<file path="src/hdl/htm_params.svh">
// Purpose: offsets, field positions, reset values and timing of the humidity/temperature controller
// Assumes: 50 MHz system clock
// Notes: included by the conversion sequencer and the controller design files of the block
`ifndef HTM_PARAMS_SVH
`define HTM_PARAMS_SVH

`define HTM_DEV_ADDR 7'h40
`define HTM_PTR_TEMP 8'h00
`define HTM_PTR_HUMID 8'h01
`define HTM_PTR_CFG 8'h02
`define HTM_PTR_RSV_LO 8'h03
`define HTM_PTR_RSV_HI 8'hFA
`define HTM_PTR_UID0 8'hFB
`define HTM_PTR_UID1 8'hFC
`define HTM_PTR_UID2 8'hFD
`define HTM_PTR_MAKER 8'hFE
`define HTM_PTR_PART 8'hFF

`define HTM_PTR_RST 8'h00
`define HTM_RESULT_RST 16'h0000
`define HTM_CFG_RST 16'h1000
`define HTM_CFG_WMASK 16'h1700
`define HTM_CFG_MODE_BIT 12
`define HTM_CFG_TRES_BIT 10
`define HTM_CFG_HRES_HI 9
`define HTM_CFG_HRES_LO 8

`define HTM_CLK_NS 20
`define HTM_CONV14_NS 6400
`define HTM_CONV11_NS 3800
`define HTM_CONV8_NS 2600
`define HTM_NS2CYC(ns) (((ns) + `HTM_CLK_NS - 1) / `HTM_CLK_NS)

`endif

</file>
<file path="src/hdl/htm_pkg.sv">
// Purpose: shared types of the humidity/temperature controller
// Assumes: nothing
// Notes: constants live in htm_params.svh
package htm_pkg;
    typedef enum logic [2:0] {S_IDLE, S_RX, S_RX_ACK, S_TX, S_TX_ACK} bus_state_t;
    typedef enum logic [1:0] {C_SLEEP, C_TEMP, C_HUMID} conv_state_t;
endpackage

</file>
<file path="src/hdl/conv_seq.sv">
// Purpose: conversion sequencer, sleep / temperature / humidity phases
// Assumes: start only while asleep, abort wins over everything
// Notes: durations per resolution are parameters
`timescale 1ns/1ps
`include "htm_params.svh"
module conv_seq #(
    parameter int CONV14_CYC = `HTM_NS2CYC(`HTM_CONV14_NS),
    parameter int CONV11_CYC = `HTM_NS2CYC(`HTM_CONV11_NS),
    parameter int CONV8_CYC = `HTM_NS2CYC(`HTM_CONV8_NS)
) (
    input wire logic i_mclk,        // system clock
    input wire logic i_resetn,      // async reset, active low
    input wire logic i_start,       // trigger pulse
    input wire logic i_both,        // temperature then humidity
    input wire logic i_humid,       // single humidity conversion
    input wire logic i_abort,       // abort pulse
    input wire logic i_tres,        // temperature resolution select
    input wire logic [1:0] i_hres,  // humidity resolution select
    output logic o_busy,            // measurement state
    output logic o_temp_done,       // temperature finished pulse
    output logic o_humid_done       // humidity finished pulse
);
    htm_pkg::conv_state_t st_r;
    logic [15:0] cnt_r;
    logic both_r;

    function automatic logic [15:0] dur(input logic [1:0] res);
        case (res)
            2'h0: dur = 16'(CONV14_CYC - 1);
            2'h1: dur = 16'(CONV11_CYC - 1);
            default: dur = 16'(CONV8_CYC - 1);
        endcase
    endfunction

    wire [15:0] temp_len = dur({1'b0, i_tres});
    wire [15:0] humid_len = dur(i_hres);
    wire cnt_end = (cnt_r == 16'h0000);

    always_ff @(posedge i_mclk or negedge i_resetn) begin
        if (!i_resetn) begin
            st_r <= htm_pkg::C_SLEEP;
            cnt_r <= 16'h0000;
            both_r <= 1'b0;
            o_temp_done <= 1'b0;
            o_humid_done <= 1'b0;
        end else begin
            o_temp_done <= 1'b0;
            o_humid_done <= 1'b0;
            if (i_abort) begin
                st_r <= htm_pkg::C_SLEEP;
            end else begin
                case (st_r)
                    htm_pkg::C_SLEEP: begin
                        if (i_start) begin
                            both_r <= i_both;
                            st_r <= (i_humid && !i_both) ? htm_pkg::C_HUMID : htm_pkg::C_TEMP;
                            cnt_r <= (i_humid && !i_both) ? humid_len : temp_len;
                        end
                    end
                    htm_pkg::C_TEMP: begin
                        if (cnt_end) begin
                            o_temp_done <= 1'b1;
                            st_r <= both_r ? htm_pkg::C_HUMID : htm_pkg::C_SLEEP;
                            cnt_r <= humid_len;
                        end else begin
                            cnt_r <= cnt_r - 16'h0001;
                        end
                    end
                    htm_pkg::C_HUMID: begin
                        if (cnt_end) begin
                            o_humid_done <= 1'b1;
                            st_r <= htm_pkg::C_SLEEP;
                        end else begin
                            cnt_r <= cnt_r - 16'h0001;
                        end
                    end
                    default: st_r <= htm_pkg::C_SLEEP;
                endcase
            end
        end
    end

    assign o_busy = (st_r != htm_pkg::C_SLEEP);
endmodule // conv_seq

</file>
<file path="src/hdl/humidity_temp_measure_ctrl.sv">
// Purpose: two-wire target, register map and measurement control of a humidity/temperature sensor
// Assumes: pins sampled by i_mclk; converter codes valid when a done pulse fires
// Notes: data pin is open drain, only ever pulled low
`timescale 1ns/1ps
`include "htm_params.svh"
module humidity_temp_measure_ctrl #(
    parameter int CONV14_CYC = `HTM_NS2CYC(`HTM_CONV14_NS),
    parameter int CONV11_CYC = `HTM_NS2CYC(`HTM_CONV11_NS),
    parameter int CONV8_CYC = `HTM_NS2CYC(`HTM_CONV8_NS),
    parameter logic [15:0] UID_FIRST = 16'h1234, // arbitrary value
    parameter logic [15:0] UID_MID = 16'h5678,   // arbitrary value
    parameter logic [15:0] UID_LAST = 16'h9A00,  // arbitrary value
    parameter logic [15:0] MAKER_ID = 16'hA5C3,  // arbitrary value
    parameter logic [15:0] PART_ID = 16'h0C3A    // arbitrary value
) (
    input wire logic i_mclk,              // system clock, 50 MHz
    input wire logic i_resetn,            // async power-on reset, active low
    input wire logic i_scl,               // serial clock pin
    input wire logic i_sda,               // serial data pin level
    output logic o_sda_out,               // serial data drive value, always low
    output logic o_sda_oe_n,              // serial data enable, low pulls the pin
    input wire logic [13:0] i_temp_code,  // temperature converter code
    input wire logic [13:0] i_humid_code, // humidity converter code
    output logic o_measuring              // measurement state
);
    htm_pkg::bus_state_t st_r;
    logic [3:0] cnt_r;
    logic [7:0] sh_r, tx_r, ptr_r, msb_r, rd_cnt_r;
    logic [15:0] cfg_r, temp_r, humid_r;
    logic addr_ph_r, rw_r, ack_r, ptr_only_r, sda_oe_n_r, sda_out_r;
    logic temp_ok_r, humid_ok_r, meas_r, both_r;
    logic [1:0] wb_r;
    logic sda_s, scl_rise, scl_fall, bus_start, bus_stop;
    logic busy, temp_done, humid_done;

    function automatic logic is_result(input logic [7:0] p);
        is_result = (p == `HTM_PTR_TEMP) || (p == `HTM_PTR_HUMID);
    endfunction

    function automatic logic [15:0] reg_word(input logic [7:0] a);
        case (a)
            `HTM_PTR_TEMP: reg_word = temp_r;
            `HTM_PTR_HUMID: reg_word = humid_r;
            `HTM_PTR_CFG: reg_word = cfg_r;
            `HTM_PTR_UID0: reg_word = UID_FIRST;
            `HTM_PTR_UID1: reg_word = UID_MID;
            `HTM_PTR_UID2: reg_word = UID_LAST;
            `HTM_PTR_MAKER: reg_word = MAKER_ID;
            `HTM_PTR_PART: reg_word = PART_ID;
            default: reg_word = 16'h0000;
        endcase
    endfunction

    i2c_pin_sync u_pins (
        .i_mclk(i_mclk),
        .i_resetn(i_resetn),
        .i_scl(i_scl),
        .i_sda(i_sda),
        .o_sda(sda_s),
        .o_scl_rise(scl_rise),
        .o_scl_fall(scl_fall),
        .o_start(bus_start),
        .o_stop(bus_stop)
    );

    // bus decode
    wire mode_both = cfg_r[`HTM_CFG_MODE_BIT];
    wire byte_end = (st_r == htm_pkg::S_RX) && scl_fall && (cnt_r == 4'h8);
    wire [7:0] rx_byte = sh_r;
    wire addr_hit = (rx_byte[7:1] == `HTM_DEV_ADDR);
    wire ptr_legal = !((rx_byte >= `HTM_PTR_RSV_LO) && (rx_byte <= `HTM_PTR_RSV_HI));
    wire temp_rdy = temp_ok_r && (!mode_both || humid_ok_r);
    wire rd_ready = (ptr_r == `HTM_PTR_TEMP) ? temp_rdy :
                    (ptr_r == `HTM_PTR_HUMID) ? humid_ok_r : 1'b1;
    wire ack_addr = addr_hit && (!rx_byte[0] || rd_ready);
    wire ack_data = (wb_r == 2'h0) ? ptr_legal : (ptr_r == `HTM_PTR_CFG);
    wire ack_now = addr_ph_r ? ack_addr : ack_data;
    wire wr_byte = byte_end && !addr_ph_r;
    wire cfg_we = wr_byte && (wb_r == 2'h2) && (ptr_r == `HTM_PTR_CFG);
    wire conv_abort = wr_byte && (wb_r == 2'h0) && is_result(rx_byte) && busy;
    wire trig = (bus_start || bus_stop) && ptr_only_r;
    wire trig_humid = (ptr_r == `HTM_PTR_HUMID);
    wire [7:0] rd_addr = ptr_r + {1'b0, rd_cnt_r[7:1]};
    wire [15:0] rd_word = reg_word(rd_addr);
    wire [7:0] tx_byte = rd_cnt_r[0] ? rd_word[7:0] : rd_word[15:8];

    conv_seq #(
        .CONV14_CYC(CONV14_CYC),
        .CONV11_CYC(CONV11_CYC),
        .CONV8_CYC(CONV8_CYC)
    ) u_conv (
        .i_mclk(i_mclk),
        .i_resetn(i_resetn),
        .i_start(trig),
        .i_both(mode_both),
        .i_humid(trig_humid),
        .i_abort(conv_abort),
        .i_tres(cfg_r[`HTM_CFG_TRES_BIT]),
        .i_hres(cfg_r[`HTM_CFG_HRES_HI:`HTM_CFG_HRES_LO]),
        .o_busy(busy),
        .o_temp_done(temp_done),
        .o_humid_done(humid_done)
    );

    // byte-level target state machine
    always_ff @(posedge i_mclk or negedge i_resetn) begin
        if (!i_resetn) begin
            st_r <= htm_pkg::S_IDLE;
            cnt_r <= 4'h0;
            sh_r <= 8'h00;
            tx_r <= 8'h00;
            addr_ph_r <= 1'b0;
            rw_r <= 1'b0;
            ack_r <= 1'b0;
            wb_r <= 2'h0;
            rd_cnt_r <= 8'h00;
            sda_oe_n_r <= 1'b1;
        end else if (bus_start) begin
            st_r <= htm_pkg::S_RX;
            cnt_r <= 4'h0;
            addr_ph_r <= 1'b1;
            sda_oe_n_r <= 1'b1;
        end else if (bus_stop) begin
            st_r <= htm_pkg::S_IDLE;
            sda_oe_n_r <= 1'b1;
        end else begin
            case (st_r)
                htm_pkg::S_IDLE: begin
                    sda_oe_n_r <= 1'b1;
                end
                htm_pkg::S_RX: begin
                    if (scl_rise) begin
                        sh_r <= {sh_r[6:0], sda_s};
                        cnt_r <= cnt_r + 4'h1;
                    end else if (byte_end) begin
                        st_r <= htm_pkg::S_RX_ACK;
                        sda_oe_n_r <= !ack_now;
                        ack_r <= ack_now;
                        cnt_r <= 4'h0;
                        if (addr_ph_r) begin
                            rw_r <= rx_byte[0];
                            rd_cnt_r <= 8'h00;
                        end
                    end
                end
                htm_pkg::S_RX_ACK: begin
                    if (scl_fall) begin
                        if (!ack_r) begin
                            st_r <= htm_pkg::S_IDLE;
                            sda_oe_n_r <= 1'b1;
                        end else if (addr_ph_r && rw_r) begin
                            st_r <= htm_pkg::S_TX;
                            tx_r <= tx_byte;
                            sda_oe_n_r <= tx_byte[7];
                        end else begin
                            st_r <= htm_pkg::S_RX;
                            sda_oe_n_r <= 1'b1;
                            wb_r <= addr_ph_r ? 2'h0 : ((wb_r == 2'h3) ? wb_r : wb_r + 2'h1);
                        end
                        addr_ph_r <= 1'b0;
                    end
                end
                htm_pkg::S_TX: begin
                    if (scl_rise) begin
                        cnt_r <= cnt_r + 4'h1;
                    end else if (scl_fall) begin
                        if (cnt_r == 4'h8) begin
                            st_r <= htm_pkg::S_TX_ACK;
                            sda_oe_n_r <= 1'b1;
                            rd_cnt_r <= rd_cnt_r + 8'h01;
                        end else begin
                            tx_r <= {tx_r[6:0], 1'b0};
                            sda_oe_n_r <= tx_r[6];
                        end
                    end
                end
                htm_pkg::S_TX_ACK: begin
                    if (scl_rise) begin
                        ack_r <= !sda_s;
                    end else if (scl_fall) begin
                        st_r <= ack_r ? htm_pkg::S_TX : htm_pkg::S_IDLE;
                        tx_r <= tx_byte;
                        sda_oe_n_r <= ack_r ? tx_byte[7] : 1'b1;
                        cnt_r <= 4'h0;
                    end
                end
                default: st_r <= htm_pkg::S_IDLE;
            endcase
        end
    end

    // pointer and configuration
    always_ff @(posedge i_mclk or negedge i_resetn) begin
        if (!i_resetn) begin
            ptr_r <= `HTM_PTR_RST;
            cfg_r <= `HTM_CFG_RST;
            msb_r <= 8'h00;
        end else if (wr_byte && ack_data) begin
            if (wb_r == 2'h0) begin
                ptr_r <= rx_byte;
            end
            if (wb_r == 2'h1) begin
                msb_r <= rx_byte;
            end
            if (cfg_we) begin
                cfg_r <= {msb_r, rx_byte} & `HTM_CFG_WMASK;
            end
        end
    end

    // pointer-only write detection, trigger at end of transaction
    always_ff @(posedge i_mclk or negedge i_resetn) begin
        if (!i_resetn) begin
            ptr_only_r <= 1'b0;
        end else if (bus_start || bus_stop) begin
            ptr_only_r <= 1'b0;
        end else if (wr_byte) begin
            ptr_only_r <= (wb_r == 2'h0) && ptr_legal && is_result(rx_byte);
        end
    end

    // results and their updated flags; a done pulse wins over a clear
    always_ff @(posedge i_mclk or negedge i_resetn) begin
        if (!i_resetn) begin
            temp_r <= `HTM_RESULT_RST;
            humid_r <= `HTM_RESULT_RST;
            temp_ok_r <= 1'b0;
            humid_ok_r <= 1'b0;
            both_r <= 1'b0;
        end else begin
            if (temp_done) begin
                temp_r <= {i_temp_code, 2'h0};
                temp_ok_r <= 1'b1;
            end else if (trig && (mode_both || !trig_humid)) begin
                temp_ok_r <= 1'b0;
            end
            if (humid_done) begin
                humid_r <= {i_humid_code, 2'h0};
                humid_ok_r <= 1'b1;
            end else if (trig && (mode_both || trig_humid)) begin
                humid_ok_r <= 1'b0;
            end
            if (trig) begin
                both_r <= mode_both;
            end
        end
    end

    always_ff @(posedge i_mclk or negedge i_resetn) begin
        if (!i_resetn) begin
            meas_r <= 1'b0;
            sda_out_r <= 1'b0;
        end else begin
            meas_r <= busy;
            sda_out_r <= 1'b0;
        end
    end

    assign o_measuring = meas_r;
    assign o_sda_oe_n = sda_oe_n_r;
    assign o_sda_out = sda_out_r;

    // busy cycles of the current run, for the bounded-return check
    logic [15:0] run_len_r;
    always_ff @(posedge i_mclk or negedge i_resetn) begin
        if (!i_resetn) begin
            run_len_r <= 16'h0000;
        end else begin
            run_len_r <= busy ? run_len_r + 16'h0001 : 16'h0000;
        end
    end
endmodule // humidity_temp_measure_ctrl

</file>
<file path="src/hdl/i2c_pin_sync.sv">
// Purpose: synchronise the serial clock and data pins and find edges, start and stop
// Assumes: serial clock much slower than i_mclk
// Notes: first stage flops feed only the second stage
`timescale 1ns/1ps
module i2c_pin_sync (
    input wire logic i_mclk,      // system clock
    input wire logic i_resetn,    // async reset, active low
    input wire logic i_scl,       // serial clock pin
    input wire logic i_sda,       // serial data pin
    output logic o_sda,           // synchronised data
    output logic o_scl_rise,      // serial clock rising edge
    output logic o_scl_fall,      // serial clock falling edge
    output logic o_start,         // start condition
    output logic o_stop           // stop condition
);
    logic scl_m_r, scl_s_r, scl_d_r;
    logic sda_m_r, sda_s_r, sda_d_r;

    always_ff @(posedge i_mclk or negedge i_resetn) begin
        if (!i_resetn) begin
            scl_m_r <= 1'b1;
            scl_s_r <= 1'b1;
            scl_d_r <= 1'b1;
            sda_m_r <= 1'b1;
            sda_s_r <= 1'b1;
            sda_d_r <= 1'b1;
        end else begin
            scl_m_r <= i_scl;
            scl_s_r <= scl_m_r;
            scl_d_r <= scl_s_r;
            sda_m_r <= i_sda;
            sda_s_r <= sda_m_r;
            sda_d_r <= sda_s_r;
        end
    end

    assign o_sda = sda_s_r;
    assign o_scl_rise = scl_s_r & ~scl_d_r;
    assign o_scl_fall = ~scl_s_r & scl_d_r;
    assign o_start = scl_s_r & scl_d_r & ~sda_s_r & sda_d_r;
    assign o_stop = scl_s_r & scl_d_r & sda_s_r & ~sda_d_r;
endmodule // i2c_pin_sync

</file>
<file path="config.mk">
export PLATFORM = sky130hd
export DESIGN_NAME = humidity_temp_measure_ctrl
export DESIGN_NICKNAME = d
export VERILOG_FILES = /design/src/hdl/htm_pkg.sv /design/src/hdl/conv_seq.sv /design/src/hdl/humidity_temp_measure_ctrl.sv /design/src/hdl/i2c_pin_sync.sv
export VERILOG_INCLUDE_DIRS = /design/src /design/src/hdl
export SDC_FILE = /design/constraint.sdc
export NUM_CORES = 1
export LEC_CHECK = 0
export ABC_CLOCK_PERIOD_IN_PS = 3700
export BUFFER_PORTS_ARGS = -buffer_cell sky130_fd_sc_hd__buf_2
export CAP_MARGIN = 20
export CORE_MARGIN = 4
export CORE_UTILIZATION = 62
export CTS_CLUSTER_DIAMETER = 60
export DETAILED_ROUTE_END_ITERATION = 10
export MAX_ROUTING_LAYER = met4
export PLACE_DENSITY = 0.93
export SLEW_MARGIN = 10
export SYNTH_ARGS = -nofsm -noshare
export SYNTH_HDL_FRONTEND = slang
export SYNTH_SLANG_ARGS = --single-unit
</file>
<file path="constraint.sdc">
create_clock -name i_mclk -period 3.7 [get_ports i_mclk]
set_input_delay 0.555 -clock i_mclk [delete_from_list [all_inputs] [get_ports i_mclk]]
set_output_delay 0.555 -clock i_mclk [all_outputs]
set_load 0.05 [all_outputs]
</file>
==> flow_summary.ini <==
[cells_and_area]
antenna_cells = 0
multi_input_area_um2 = 3320
fillers = 727
drive_gt1_frac = 0.203
nets = 712
stdcell_count = 797
finalInstanceArea_um2 = 6750
area_delta_synth_final_pct = 6.43
seqCellArea_um2 = 2790

[grt]
antenna_found_initial = 0
busiest_layer = met2
use_met2 = 0.428
grtUsageTotal = 0.273
gr-usage-met1 = 0.361
met3_usage = 0.0574
grt_pass1_wl_um = 24900
grt_pass1_vias = 5042
grt_max_degree = 56
grt.overflow.total = 0

[placed_design]
dp_hpwl_um = 10400
io_buffers = 33
pre_cts_ws_ns = 0.388
place_area_um2 = 6570
post-place-cells = 781
place_congestion = 0.953

[clocking]
clkTransAtPathRegs_ns = 0.11
clock-sinks = 111
cts_buffers = 9
cts_setup_buffers = 0
h-tree-depth = 3
root_buffer = clkbuf_8
cts_buffer_depth = 2
worstSkewPairLatency_ns = 0.39
ctsHoldBuffers = 0
cts-resized-gates = 0
cts_tree = done

[sta]
hold_viol_final = 0
fin_tns_setup_ns = 0
period_needed_ns = 3.38
clock_skew_ns = 0.0146
fmax_ghz = 0.296
report.final.slew_viol_count = 0
setup_viol_count_final = 0
finalCritPeriodShare = 0.913
worst_slew_margin_rel = 0.330
rsz0062_at_grt = no
worst-slew-pin-transition_ns = 0.979
setup_ws_ns = 0.324

[route]
postRouteAntennaNets = 0
route.detailed.drc = 0
routedWlPerCell_um = 18.2
drtIter0Drc = 436
vias_per_cell = 6.52
first_pass_iters = 8
drt-total-wl_um = 14500
vias = 5198

[job]
max_cap_violations = 0

[synth]
async_reset_ff_frac = 1.00
synth_cell_type_count = 80
synth-compound-area-share = 0.176
synth_mux_area_frac = 0.123
synth-xor-area-share = 0.0205
synthFlopType = dfrtp_1
syn_area_um2 = 6340
syn-num-nets = 692
synth_seq_cells = 111
yosysSeqAreaShare = 0.440
synth_top_family_by_area = compound AO/OA/AOI/OAI gates
synth_enable_flop_cells = 0
yosysWarnings = 0
synth-adder-area-share = 0.0406
synth_area_per_cell_um2 = 9.91
synth_cells = 640
yosys.area_share.simple = 0.163

[setup_path]
slowest_stage = fa_1
cp_max_fo = 12
crit_required_ns = 4.02
worstPathCellList = ha_1 -> fa_1 -> xnor2_2 -> o221ai_1 -> a21oi_1 -> nand4b_1 -> o32ai_1 -> a211oi_1 -> o211ai_1
end_kind = flip-flop
slowest_delay_ns = 0.47
ff2ff_setup_slack_ns = 0.32
start_kind = flip-flop
crit_family = compound AO/OA/AOI/OAI gates
path_buf_inv = 0
path_depth = 9
crit_type = reg -> reg
r2r_cells = 9
worst_ep_arrival_time_ns = 3.69

[pwr]
finalPower_mw = 2.06
p_seq_frac = 0.616
intPower_mw = 1.53
combPwrFrac = 0.055
switchingPower_mw = 0.531
p_sw_frac = 0.258
vdd_drop_max_mv = 0.322
power_density_nw_per_um2 = 305
p_leak_nw = 3.09
pwr-share-clk = 0.329

[floorplanning]
fp.dieArea_um2 = 11900
start_util = 0.643
chipWidth_um = 109
fp-row-count = 36
core_um2 = 9860
die_h_um = 109
ios = 35

[status]
outcome = finished, final reports clean

[hold_path]
min_path_type = in -> async
[routing by layer]
metal | vias up | part of all wire | routed length (um)
li1 | 2383 | - | -
met4 | 0 | 0.017 | 243
met5 | - | 0 | 0
met2 | 229 | 0.48 | 6960
met1 | 2562 | 0.44 | 6300
met3 | 24 | 0.066 | 962
[path summary, 6_finish.rpt]
kind                                          start                            to
hold reg to reg            u_pins.sda_m_r$_DFF_PN1_        u_pins.o_sda$_DFF_PN1_
min in group i_mclk                           i_scl      u_pins.scl_m_r$_DFF_PN1_
hold / removal                             i_resetn  u_conv.cnt_r[14]$_DFFE_PN0P_
setup / recovery               ptr_r[0]$_DFFE_PN0P_           tx_r[2]$_DFFE_PN0P_
max in group asynchronous                  i_resetn      u_pins.scl_d_r$_DFF_PN1_
setup reg to reg               ptr_r[0]$_DFFE_PN0P_           tx_r[2]$_DFFE_PN0P_
[state kept, by name (all words and copies together), names as in the netlist, 2 cells and up]
| signal | cells |
|---|---|
| cnt_r | 4 |
| u_conv.st_r | 2 |
| st_r | 3 |
| tx_r | 7 |
| rd_cnt_r | 8 |
| rx_byte | 8 |
| msb_r | 4 |
| u_conv.cnt_r | 16 |
| temp_r | 14 |
| humid_r | 14 |
| ptr_r | 8 |
| cfg_r | 4 |
| wb_r | 2 |
[power by group through the flow]
stage	combinational [mW]	clock [mW]	sequential [mW]
2_1_floorplan	0.0599	0	1.28
3_3_place_gp	0.109	0	1.29
3_5_place_dp	0.115	0	1.29
4_1_cts	0.115	0.691	1.27
5_1_grt	0.130	0.734	1.27
6_report	0.113	0.678	1.27
[Yosys cell counts, drive strengths merged, types with 9 or more instances]
cell,n,share of area
dfrtp,103,0.41
mux2,55,0.098
nand2,54,0.032
nor2,53,0.031
a21oi,45,0.037
o21ai,35,0.028
inv,25,0.015
clkbuf,19,0.011
ha,19,0.037
nand3,19,0.017
nor3,14,0.013
o31ai,12,0.016
buf,11,0.011
nand2b,10,0.0099
mux2i,9,0.014
[cell type report]
| cell class | instances | area share |
|---|---|---|
| timing repair buffer | 39 | 0.0315 |
| sequential | 111 | 0.413 |
| inverter | 26 | 0.0145 |
| tap | 133 | 0.0247 |
| clock buffer | 10 | 0.0189 |
| multi-input combinational | 473 | 0.491 |
| clock inverter | 5 | 0.00593 |
[cells in the final DEF, fill, tap and decap left out, types with 13 or more instances in the layout]
cell type,Yosys,layout
nand2_1,54,54
dfrtp_1,103,103
buf_2,6,32
ha_1,19,19
o21ai_0,29,29
a21oi_1,43,43
inv_1,25,25
nor3_1,13,13
nand3_1,17,17
mux2_2,54,54
nor2_1,53,53
[worst register-to-register path, stage by stage, from the launching register on]
cell and delay [ns]:
dfrtp_1 0.45, ha_1 0.26, fa_1 0.47, xnor2_2 0.47, o221ai_1 0.21, a21oi_1 0.20
nand4b_1 0.46, o32ai_1 0.45, a211oi_1 0.12, o211ai_1 0.20
[through the flow]
stage	util	hold slack, ns
floorplan	-	0.259
global placement	0.666	0.347
detailed placement	0.666	0.347
CTS	0.683	0.226
global route	0.684	0.246
finish	0.684	0.208
[cells by family after synthesis]
family | after synthesis
compound gates | 166
flops | 111
simple gates | 205
fa+ha+maj | 20
mux | 67
other cells | 1
xor+xnor | 14
buf+inv | 56
Power figures use the tool's default switching activity.
